**src/design/oag_consts.vh**
```
// constants for the operand address generator
`ifndef OAG_CONSTS_VH
`define OAG_CONSTS_VH
// address modes
`define OAG_MODE_W 3
`define OAG_MODE_DIRECT 3'h0
`define OAG_MODE_SHORT 3'h1
`define OAG_MODE_SPECIAL 3'h2
`define OAG_MODE_INDIRECT 3'h3
`define OAG_MODE_BASED 3'h4
`define OAG_MODE_STACK 3'h5
`define OAG_MODE_REG 3'h6
// pair codes
`define OAG_PAIR_IDX 2'h2
`define OAG_PAIR_BASE 2'h3
// byte register numbers x a c b e d l h
`define OAG_REG_A 3'h1
`define OAG_REG_E 3'h4
`define OAG_REG_D 3'h5
`define OAG_REG_L 3'h6
`define OAG_REG_H 3'h7
// short direct window
`define OAG_SHORT_HI 7'h7f
`define OAG_SHORT_LIMIT 8'h20
// special register page high byte
`define OAG_SPECIAL_HI 8'hff
`define OAG_SPECIAL_MIN 8'h20
// accumulator load through index pair
`define OAG_OP_LD_A_IDX 8'h2b
`endif

```
**src/design/oag_regfile.v**
```verilog
// eight byte registers with one registered read port; pair outputs come straight from the registers
`timescale 1ns/1ps
`include "oag_consts.vh"
module oag_regfile (
  input wire clk_i,
  input wire rst_n_i,
  input wire wr_en_i,
  input wire [2:0] wr_sel_i,
  input wire [7:0] wr_data_i,
  input wire [2:0] rd_sel_i,
  output reg [7:0] rd_data_o,
  output wire [15:0] idx_pair_o,
  output wire [15:0] base_pair_o
);
  reg [7:0] mem_q [0:7];
  integer i;
  always @(posedge clk_i or negedge rst_n_i) begin
    if (!rst_n_i) begin
      for (i = 0; i < 8; i = i + 1) begin
        mem_q[i] <= 8'h00;
      end
      rd_data_o <= 8'h00;
    end else begin
      if (wr_en_i) begin
        mem_q[wr_sel_i] <= wr_data_i;
      end
      rd_data_o <= mem_q[rd_sel_i];
    end
  end
  // pairs join adjacent bytes, odd number is the high byte
  assign idx_pair_o = {mem_q[`OAG_REG_D], mem_q[`OAG_REG_E]};
  assign base_pair_o = {mem_q[`OAG_REG_H], mem_q[`OAG_REG_L]};
endmodule // oag_regfile

```
**src/design/oag_addr_gen.v**
```verilog
// operand effective address generator for an 8-bit core
`timescale 1ns/1ps
`include "oag_consts.vh"
// What this block does
// - short direct: bit 8 is 0 for 20h..ffh, 1 for 00h..1fh
// - short direct window fe20h..ff1fh, bit 8 alpha, upper bits ones
// - special register form picks one byte of ff20h..ffffh; offsets below 20h are refused
// - ff00h..ff1fh reached by short direct, not special form
// - 3-bit opcode field selects one of eight byte registers
// - registers numbered x a c b e d l h; pairs of adjacent bytes
// - register indirect uses index or base pair as full address
// - opcode 2bh loads accumulator through index pair
// - based: zero-extended offset plus base pair, carry dropped
// - stack operations address through the stack pointer
module oag_addr_gen (
  input wire ref_clk_i,
  input wire reset_n_i,
  input wire req_i,
  input wire [2:0] mode_i,
  input wire [7:0] opcode_i,
  input wire [7:0] imm_lo_i,
  input wire [7:0] imm_hi_i,
  input wire [2:0] reg_sel_i,
  input wire [1:0] pair_sel_i,
  input wire [15:0] stack_pointer_i,
  input wire reg_wr_i,
  input wire [2:0] reg_wr_sel_i,
  input wire [7:0] reg_wr_data_i,
  output reg addr_valid_o,
  output reg [15:0] addr_o,
  output reg bad_mode_o,
  output reg load_acc_o,
  output reg reg_valid_o,
  output reg [2:0] reg_num_o,
  output wire [7:0] reg_data_o
);
  // ===========================================================
  // reset release
  reg rst_meta_q;
  reg rst_sync_q;
  always @(posedge ref_clk_i or negedge reset_n_i) begin
    if (!reset_n_i) begin
      rst_meta_q <= 1'b0;
      rst_sync_q <= 1'b0;
    end else begin
      rst_meta_q <= 1'b1;
      rst_sync_q <= rst_meta_q;
    end
  end

  // ===========================================================
  // byte registers
  wire [15:0] idx_pair;
  wire [15:0] base_pair;
  wire [2:0] rd_sel;
  // the fixed indirect opcode overrides the mode field
  wire is_ld_idx = (opcode_i == `OAG_OP_LD_A_IDX);
  // register field is a 3-bit code straight from the opcode
  assign rd_sel = is_ld_idx ? `OAG_REG_A : reg_sel_i;
  oag_regfile u_regs (
    .clk_i(ref_clk_i),
    .rst_n_i(rst_sync_q),
    .wr_en_i(reg_wr_i),
    .wr_sel_i(reg_wr_sel_i),
    .wr_data_i(reg_wr_data_i),
    .rd_sel_i(rd_sel),
    .rd_data_o(reg_data_o),
    .idx_pair_o(idx_pair),
    .base_pair_o(base_pair)
  );

  // ===========================================================
  // address forming
  reg [15:0] addr_d;
  reg valid_d;
  reg bad_d;
  reg [15:0] ptr;
  always @* begin
    addr_d = 16'h0000;
    valid_d = 1'b0;
    bad_d = 1'b0;
    // only the two pointer pairs may serve as indirect pointers
    ptr = (pair_sel_i == `OAG_PAIR_IDX) ? idx_pair : base_pair;
    if (req_i) begin
      if (is_ld_idx) begin
        addr_d = idx_pair;
        valid_d = 1'b1;
      end else begin
        case (mode_i)
          `OAG_MODE_DIRECT: begin
            addr_d = {imm_hi_i, imm_lo_i};
            valid_d = 1'b1;
          end
          `OAG_MODE_SHORT: begin
            // alpha lands in bit 8; 00h..1fh wrap to ff00h..ff1fh
            addr_d = {`OAG_SHORT_HI,
              (imm_lo_i < `OAG_SHORT_LIMIT), imm_lo_i};
            valid_d = 1'b1;
          end
          `OAG_MODE_SPECIAL: begin
            // low 32 bytes belong to the short form; flagged here
            if (imm_lo_i < `OAG_SPECIAL_MIN) begin
              bad_d = 1'b1;
            end else begin
              addr_d = {`OAG_SPECIAL_HI, imm_lo_i};
              valid_d = 1'b1;
            end
          end
          `OAG_MODE_INDIRECT: begin
            if (pair_sel_i == `OAG_PAIR_IDX ||
                pair_sel_i == `OAG_PAIR_BASE) begin
              addr_d = ptr;
              valid_d = 1'b1;
            end else begin
              bad_d = 1'b1;
            end
          end
          `OAG_MODE_BASED: begin
            // 16-bit sum drops the carry, so the address wraps
            addr_d = base_pair + {8'h00, imm_lo_i};
            valid_d = 1'b1;
          end
          `OAG_MODE_STACK: begin
            // no range check: keeping it in ram is software's job
            addr_d = stack_pointer_i;
            valid_d = 1'b1;
          end
          `OAG_MODE_REG: begin
            valid_d = 1'b0;
          end
          default: begin
            bad_d = 1'b1;
          end
        endcase
      end
    end
  end

  always @(posedge ref_clk_i or negedge rst_sync_q) begin
    if (!rst_sync_q) begin
      addr_valid_o <= 1'b0;
      addr_o <= 16'h0000;
      bad_mode_o <= 1'b0;
      load_acc_o <= 1'b0;
      reg_valid_o <= 1'b0;
      reg_num_o <= 3'h0;
    end else begin
      addr_valid_o <= valid_d;
      addr_o <= addr_d;
      bad_mode_o <= bad_d;
      load_acc_o <= req_i & is_ld_idx;
      reg_valid_o <= req_i & (is_ld_idx | (mode_i == `OAG_MODE_REG));
      reg_num_o <= rd_sel;
    end
  end
endmodule // oag_addr_gen

```
**config.mk**
```make
export PLATFORM = sky130hd
export DESIGN_NAME = oag_addr_gen
export DESIGN_NICKNAME = d
export VERILOG_FILES = /design/src/design/oag_regfile.v /design/src/design/oag_addr_gen.v
export VERILOG_INCLUDE_DIRS = /design/src /design/src/design
export SDC_FILE = /design/constraint.sdc
export NUM_CORES = 1
export LEC_CHECK = 0
export BUFFER_PORTS_ARGS = -buffer_cell sky130_fd_sc_hd__buf_2
export CORE_MARGIN = 10
export CORE_UTILIZATION = 40
export DETAILED_ROUTE_END_ITERATION = 10
export PLACE_DENSITY = 0.7
export SETUP_SLACK_MARGIN = 0.15
export SYNTH_ARGS = -nofsm -noshare
export SYNTH_HDL_FRONTEND = slang
export SYNTH_SLANG_ARGS = --single-unit
```
**constraint.sdc**
```tcl
create_clock -name ref_clk_i -period 8.1 [get_ports ref_clk_i]
set_input_delay 1.215 -clock ref_clk_i [delete_from_list [all_inputs] [get_ports ref_clk_i]]
set_output_delay 1.215 -clock ref_clk_i [all_outputs]
set_load 0.01 [all_outputs]
```
==> results of run 1 <==
==> final cells by class <==
type	count	area, um^2	share of cell area
flip-flops and latches	97	2430	0.395
well taps	172	215	0.0350
inverters	19	72.6	0.0118
clock buffers	11	243	0.0395
repair buffers	94	473	0.0769
multi-input cells	345	2630	0.428
clock inverters	5	86.3	0.0140
==> worst reg2reg max path: cells and delay by family (launching register included) <==
kind | cells | cell delay, ns
and+or+nand+nor | 4 | 0.90
DFF | 1 | 0.40
adders and majority gates | 2 | 0.62
buffers and inverters | 1 | 0.06
AOI/OAI and AO/OA | 2 | 0.39
==> layout by cell type (no fill, tap or decap), types with 11 or more instances in the layout <==
master and n:
sky130_fd_sc_hd__o22ai_1 25, sky130_fd_sc_hd__o21ai_1 11, sky130_fd_sc_hd__nor2b_1 13, sky130_fd_sc_hd__a22oi_1 13, sky130_fd_sc_hd__o21ai_0 32, sky130_fd_sc_hd__dfrtp_1 96
sky130_fd_sc_hd__a221oi_1 11, sky130_fd_sc_hd__a21oi_1 31, sky130_fd_sc_hd__nand2_1 23, sky130_fd_sc_hd__nor2_1 16, sky130_fd_sc_hd__buf_2 93, sky130_fd_sc_hd__mux2_2 66
sky130_fd_sc_hd__inv_1 17
==> power by group <==
part / internal (mW) / switching (mW)
Combinational: 0.162 / 0.157
Sequential: 0.569 / 0.0897
Clock: 0.281 / 0.189
==> logic make-up (layout without fill, tap and decap cells) <==
kind of cell | count (synthesis) | in the layout | share of synthesized area
AO/OA/AOI/OAI | 151 | 151 | 0.182
XOR/XNOR | 10 | 10 | 0.0167
adder cells (fa/ha/maj) | 9 | 9 | 0.0229
buffers and inverters | 44 | 129 | 0.0355
flip-flops | 97 | 97 | 0.463
multiplexers | 82 | 82 | 0.179
other | 1 | 1 | 0.000715
AND/OR/NAND/NOR | 92 | 92 | 0.101
==> stage by stage <==
step           power [mW]  setup WS, ns  hold WS [ns]  instances
6_report             1.45          4.88         0.223        743
5_1_grt              1.52          4.75         0.249        743
4_1_cts              1.45          4.90         0.234        743
3_5_place_dp        0.982          4.51         0.222        727
3_3_place_gp        0.967          4.54         0.218        727
2_1_floorplan       0.865          5.12         0.331        486
==> state kept, by name (all words and copies together), names as in the netlist <==
signal              flops
reg_valid_o             1
u_regs.idx_pair_o      16
rst_meta_q              1
u_regs.base_pair_o     16
addr_o                 16
addr_valid_o            1
u_regs.rd_data_o        8
load_acc_o              1
reg_num_o               3
bad_mode_o              1
u_regs.mem_q           32
rst_sync_q              1
==> how the worst min path moves through the flow <==
stage	cells after the start	endpoint	from
finish	0	addr_o[2]	rst_sync_q
global route	0	addr_o[0]	rst_sync_q
CTS	0	addr_o[2]	rst_sync_q
detailed placement	0	addr_o[2]	rst_sync_q
global placement	0	addr_o[2]	rst_sync_q
floorplan	0	rst_sync_q	rst_meta_q
==> layer usage <==
layer	track usage	share of wire
met1	0.204	0.43
met5	0	0
met2	0.265	0.47
met4	0.0314	0.0090
met3	0.0612	0.090
==> results by stage, run 1 <==
Status:
- The run finished with clean final reports.

STA:
- The sum of negative setup slack is 0 ns.
- The number of setup violations in the final report is 0.
- For the final database, setup skew stands at 0.00894 ns.
- The relative slew slack is 0.368.
- The highest clock frequency the design can meet is approximately 310 MHz.
- Setup repair after global routing left no endpoint under its margin.
- The number of hold violations in the final report is 0.
- The slew at the pin closest to its max-slew limit is roughly 0.95 ns.
- In the finished design, the share of the clock period the worst path needs comes to 0.397.
- The number of max-slew violations in the final report is 0.
- The clock period could shrink to 3.22 ns.

Floorplanning:
- The die covers approximately 0.018 mm^2.
- The region available for standard cell placement spans roughly 0.013 mm^2.
- The die height is 135 um.
- The number of top-level design ports is 94.
- After floorplanning, the core was divided into 41 placement rows.
- The width of the chip is ~130 um.
- The initial utilization of the core area, before any placement, comes to 0.412.

GRT:
- The total global routing track utilization is 0.163.
- After global routing the overflow that remains totals 0.
- The initial antenna violation count was 0.
- The first-pass GRT wire length is 23800 um.
- The largest net degree at the start of global routing is 76.
- The number of global-route vias before repair was between 4000 and 5000.

Setup path:
- The cell type of the slowest stage on the worst timing path is sky130_fd_sc_hd__and2_1.
- On the worst path, the slowest cell contributes a delay of ~0.55 ns.
- The largest delay contributor family on the critical path is simple AND/OR/NAND/NOR gates.
- The signal arrival time at the worst endpoint is 3.46 ns.
- STA classifies the critical path startpoint as an input pin.
- In this run the number of cells on the critical path is 8.
- Setup slack on the worst reg-to-reg path comes out at 5.65 ns.
- The element type at the critical path end is a flip-flop.
- The launching point of the worst reg2reg path is u_regs.base_pair_o[0].
- The critical path endpoint is u_regs.rd_data_o[7].
- The origin of the worst setup path is opcode_i[4].
- The count of buffer and inverter cells on the critical path is 2.
- In this run the worst path has a maximum fanout of 25.
- The data required time of the critical path is roughly 8.3 ns.
- The worst reg2reg path depth is 9.
- The signal on the critical path passes through buf_2 -> nor4b_2 -> nand4_2 -> and2_1 -> clkinv_2 -> mux2_2 -> o21ai_0 -> o21ai_1.
- The critical path is of the input pin to flip-flop type.
- In this run the critical register-to-register path is captured at addr_o[12].

Logic synthesis:
- Counting flops and latches in the post-synthesis netlist gives 97.
- The most common cell in the synthesized netlist is sky130_fd_sc_hd__dfrtp_1.
- The portion of synthesized cell area occupied by the leading cell type is 0.463.
- Of all flip-flops after synthesis, the portion carrying an async set or reset was 1.00.
- The share of the Yosys chip area taken by registers is 0.463.
- The predominant post-synthesis flop cell is sky130_fd_sc_hd__dfrtp_1.
- Synthesis handed over a netlist of between 400 and 500 instances.
- A synthesized cell averages 10.8 um^2.
- The summed instance area of the synthesized netlist is 0.00525 mm^2.
- The synthesized design contains 0 enable-type register cells.
- Summed over all instances, the cell type with the most area after synthesis is sky130_fd_sc_hd__dfrtp_1.
- During synthesis, Yosys emitted a total of 0 warnings.
- Yosys attributes the largest share of cell area to sky130_fd_sc_hd__dfrtp_1, sky130_fd_sc_hd__mux2_2, sky130_fd_sc_hd__o21ai_0, sky130_fd_sc_hd__o22ai_1, sky130_fd_sc_hd__a21oi_1.
- Counting every net in the synthesized netlist gives 558.
- The unique cell type count in the Yosys netlist is 56.
- The commonest cells after synthesis are sky130_fd_sc_hd__dfrtp_1, sky130_fd_sc_hd__mux2_2, sky130_fd_sc_hd__o21ai_0, sky130_fd_sc_hd__a21oi_1, sky130_fd_sc_hd__o22ai_1.

Pwr:
- Power spread over the standard cell area amounts to ~240 mW/mm^2.
- Summed over all cells, the static leakage comes to about 2.7 nW.
- The worst supply voltage drop on vdd is 0.160 mV.

Clock tree:
- The hold buffer count at CTS is 0.
- TritonCTS created 9 clock buffers.
- Counting every sink on the clock net gives 97.
- The number of buffers on the longest clock path is 2.
- The tree is rooted in a sky130_fd_sc_hd__clkbuf_16.
- Post-CTS timing repair inserted 0 buffers for setup.
- TritonCTS built the clock tree.
- The clock latency reported for the late side of the worst-skew pair is 0.35 ns.
- The number of levels in the clock H-tree is 3.
- The clock transition at the registers of the reported paths is 0.07 ns.
- The number of gates resized after cts is 0.

Final layout:
- The net count of the finished layout is approximately 640.
- The post-route core utilization is 0.484.
- The final standard cell area without fillers is 0.00615 mm^2.
- The repair_antennas step left the layout with diodes totalling 0.
- Counting the fill cells in the layout gives 1160.
- Of the cells placed in the final design, the portion with a size suffix greater than 1 is 0.343.
- The area overhead of the layout relative to synthesis is 17.3%.

Placed design:
- After detailed placement, the total cell area comes to 0.00582 mm^2.
- Detailed placement finished with a half-perimeter wire length of roughly 11000 um.
- The count of buffers from port buffering is 93.
- The final weighted congestion in routability-driven placement is 0.966.

Drt:
- In this run, the number of DRC markers left after iteration 0 of detailed routing was 449.
- In the routed layout, each cell is associated on average with a via count of 5.85.
- The total vias in the final route is 4345.
- After detailed routing, the number of remaining DRC violations is 0.
- The overall routed net length is 15000 um.
- For this run, the detailed router's first-pass iteration total came to 5.
- The wire length per cell after detailed routing is 20.1 um.
- The post-route antenna net violation count is 0.

Worst hold path:
- The path class of the tightest hold or removal check is flip-flop to asynchronous set/reset pin.

Flow run:
- The number of max-cap violations is 0.
Power figures use the tool's default switching activity.
==> run 2, diff against run 1 <==
--- a/config.mk
+++ b/config.mk
@@ -10,7 +10,7 @@
 export CORE_MARGIN = 10
 export CORE_UTILIZATION = 40
 export DETAILED_ROUTE_END_ITERATION = 10
-export PLACE_DENSITY = 0.7
+export PLACE_DENSITY = 0.73
 export SETUP_SLACK_MARGIN = 0.15
 export SYNTH_ARGS = -nofsm -noshare
 export SYNTH_HDL_FRONTEND = slang
==> constraint.sdc (replaced) <==
create_clock -name ref_clk_i -period 2.84 [get_ports ref_clk_i]
set_input_delay 0.426 -clock ref_clk_i [delete_from_list [all_inputs] [get_ports ref_clk_i]]
set_output_delay 0.426 -clock ref_clk_i [all_outputs]
set_load 0.01 [all_outputs]
==> run 2 against run 1 <==
Utilization rose by 0.20 points; non-clock buffer count up 8; global-route usage is 0.52 points higher; critical path depth increased by 1; sequential share of layout area decreased by 0.16 points; cell count up 1.1%; register-to-register slack worse by 5.3 ns; clock power rose to 2.5 times the previous value; worst setup slack got worse by 4.5 ns; clock-buffer cell count grew 1; via count is 0.99% lower; critical path type is now flip-flop to flip-flop; highest routed layer unchanged.
==> results by stage, run 2 (synthesis gave the netlist of run 1 again) <==
Status:
- The run finished with clean final reports.

Final layout:
- The most common library cell in the layout ignoring fill and taps is sky130_fd_sc_hd__dfrtp_1.
- The repair_antennas step left the layout with diodes totalling 0.
- Counting flops per register, the top entry is u_regs.mem_q.
- The fraction of final layout cells sized beyond drive strength 1 is 0.351.
- The top cell types in the final layout, fill and taps aside, are sky130_fd_sc_hd__dfrtp_1, sky130_fd_sc_hd__buf_2, sky130_fd_sc_hd__mux2_2.
- The final standard cell area without fillers is 0.00618 mm^2.
- The number of filler instances in the final layout is 1221.
- After the last flow step, the layout net total stands at 646.
- The number of flip-flops in the largest register is 32.
- The post-layout instance count excluding filler cells is 751.
- The area overhead of the layout relative to synthesis is 17.8%.

STA:
- The relative slew slack is 0.463.
- Derived from the worst setup path, the maximum achievable clock frequency is a little over 400 MHz.
- On the final layout, the worst clock skew is about 0.0074 ns.
- In the finished design, the share of the clock period the worst path needs comes to 0.864.
- Setup violations remaining at the end of the flow were counted as 0.
- The final critical path time including I/O delays and setup is 2.45 ns.
- Setup repair after global routing left no endpoint under its margin.
- The number of max-slew violations in the final report is 0.
- The number of hold violations in the final report was 0.
- Adding up every negative setup slack in the final design gives 0 ns.
- At the pin with the least slew margin, the transition time is 0.801 ns.

Setup path:
- The largest delay contributor family on the critical path is simple AND/OR/NAND/NOR gates.
- The cell type of the slowest stage on the worst timing path is sky130_fd_sc_hd__or4_1.
- The path type of the worst setup path is flip-flop to flip-flop.
- The startpoint class of the critical path is a flip-flop.
- Data on the critical path is required at its endpoint by 3.13 ns.
- Traced cell by cell, the critical path runs through ha_1 -> inv_1 -> fa_1 -> nor2b_1 -> o2111ai_1 -> nand3_1 -> o211ai_1 -> or4_1 -> nand3_1.
- For the worst flop-to-flop path, the logic depth is 9.
- In this run the critical register-to-register path is launched from u_regs.base_pair_o[0].
- The number of stages on the worst setup path is 9.
- The worst register-to-register path ends at addr_o[12].
- The worst stage delay on the critical path is 0.55 ns.
- The reg-to-reg setup timing slack is 0.39 ns.
- Along the worst path, the maximum fanout reaches 7.
- The signal arrival time at the worst endpoint is 2.74 ns.
- The element type at the critical path end is a flip-flop.
- Among the stages of the critical path, the cell type that occurs most often is sky130_fd_sc_hd__nand3_1.
- The count of buffer and inverter cells on the critical path is 1.

GRT:
- The first global-routing pass estimated 24400 um of wire.
- The met2 routing resource usage after global routing is 0.271.
- The routing usage on met1 is 0.215.
- The number of global-route vias before repair is 4396.
- The total global routing track utilization is 0.169.
- Entering global routing, the biggest net connects 48 pins.
- The initial antenna violation count is 0.
- After global routing the overflow that remains totals 0.
- The global routing stage identified its most utilized layer as met2.
- The met3 demand-to-capacity share in global routing is 0.0482.

Flow run:
- Across the run, the number of max-cap violations was 0.

Floorplanning:
- The placement row count is just over 40.
- The region available for standard cell placement spans 0.0127 mm^2.
- The starting utilization of the core area is 0.412.
- The die height is 135 um.
- The die area is 0.0181 mm^2.
- The width of the chip is 135 um.
- For this design the top-level I/O count stands at 94.

Pwr:
- Power spread over the standard cell area amounts to 643 mW/mm^2.
- The worst supply voltage drop on vdd is 0.485 mV.
- The total chip power is 3.97 mW.
- For this design the static power due to leakage is roughly 2.8 nW.

Drt:
- The via density per instance is 5.73.
- The first-pass iteration count of the detailed router is 5.
- The detail route stage leaves a number of antenna-violating nets equal to 0.
- The wire length per cell after detailed routing is 20.4 um.
- The post-route DRC violation count is 0.
- The total vias in the final route is about 4300.
- In this run, the number of DRC markers left after iteration 0 of detailed routing was 337.
- For this block, the routed nets add up to 15300 um of wire.

Placed design:
- The post-detailed-placement cell area is between 0.005 and 0.006 mm^2.
- After legalization and detailed placement, the total HPWL measured between 10000 and 15000 um.
- Port buffering added 93 buffers.
- The congestion estimate from routability-driven global placement came to 0.894.
- The number of cells after detailed placement is around 730.

Clock tree:
- The number of setup buffers added after CTS is 0.
- At the later pin of the worst-skew pair, clock insertion delay measures 0.35 ns.
- The clock transition at the registers of the reported paths is ~0.070 ns.
- The number of buffers created by CTS is 9.
- In this run the deepest clock path goes through 2 buffers.
- The root buffer cell chosen for the clock tree is sky130_fd_sc_hd__clkbuf_16.
- The H-tree was split into 3 levels.
- TritonCTS built the clock tree.
- Counting every sink on the clock net gives 97.

Worst hold path:
- In this run the worst hold path is classified as flip-flop to asynchronous set/reset pin.
run 2: layer usage:
layer / up-vias / wire length [um]
li1: 2007 / -
met1: 2105 / 6750
met2: 167 / 7150
met3: 23 / 1160
met4: 0 / 248
met5: - / 0
run 2: final cells by class:
class | count | area, um^2 | share of cell area
multi-input combinational | 345 | 2630 | 0.426
timing repair buffer | 102 | 536 | 0.0867
tap | 172 | 215 | 0.0348
clock inverter | 4 | 35.0 | 0.00567
clock buffer | 12 | 256 | 0.0415
sequential | 97 | 2430 | 0.394
inverter | 19 | 72.6 | 0.0117
run 2: worst register-to-register path: stages, from the launching register on:
cell                        delay, ns
sky130_fd_sc_hd__dfrtp_1         0.39
sky130_fd_sc_hd__ha_1            0.21
sky130_fd_sc_hd__inv_1           0.06
sky130_fd_sc_hd__fa_1            0.40
sky130_fd_sc_hd__nor2b_1         0.16
sky130_fd_sc_hd__o2111ai_1       0.16
sky130_fd_sc_hd__nand3_1         0.10
sky130_fd_sc_hd__o211ai_1        0.26
sky130_fd_sc_hd__or4_1           0.55
sky130_fd_sc_hd__nand3_1         0.09
run 2: how the worst max path moves through the flow:
stage / from / endpoint
floorplan: imm_lo_i[0] / addr_o[10]
finish: u_regs.base_pair_o[0] / addr_o[12]
global placement: imm_lo_i[0] / addr_o[10]
global route: u_regs.base_pair_o[0] / addr_o[14]
CTS: u_regs.base_pair_o[0] / addr_o[12]
detailed placement: imm_lo_i[0] / addr_o[10]
run 2: metrics by stage:
step	util	hold WS, ns	worst slack (ns)
finish	0.486	0.345	0.387
global route	0.486	0.362	0.216
CTS	0.486	0.345	0.402
detailed placement	0.462	0.212	0.296
global placement	0.462	0.211	0.328
floorplan	-	0.130	0.649
run 2: timing repair:
action,CTS,global route
hold endpoints to repair,2,0
hold buffers,1,0
resized for setup,0,0
run 2: report_power, final:
part           internal, mW  switching, mW
Combinational         0.469          0.442
Clock                 0.652          0.533
Sequential             1.62          0.251
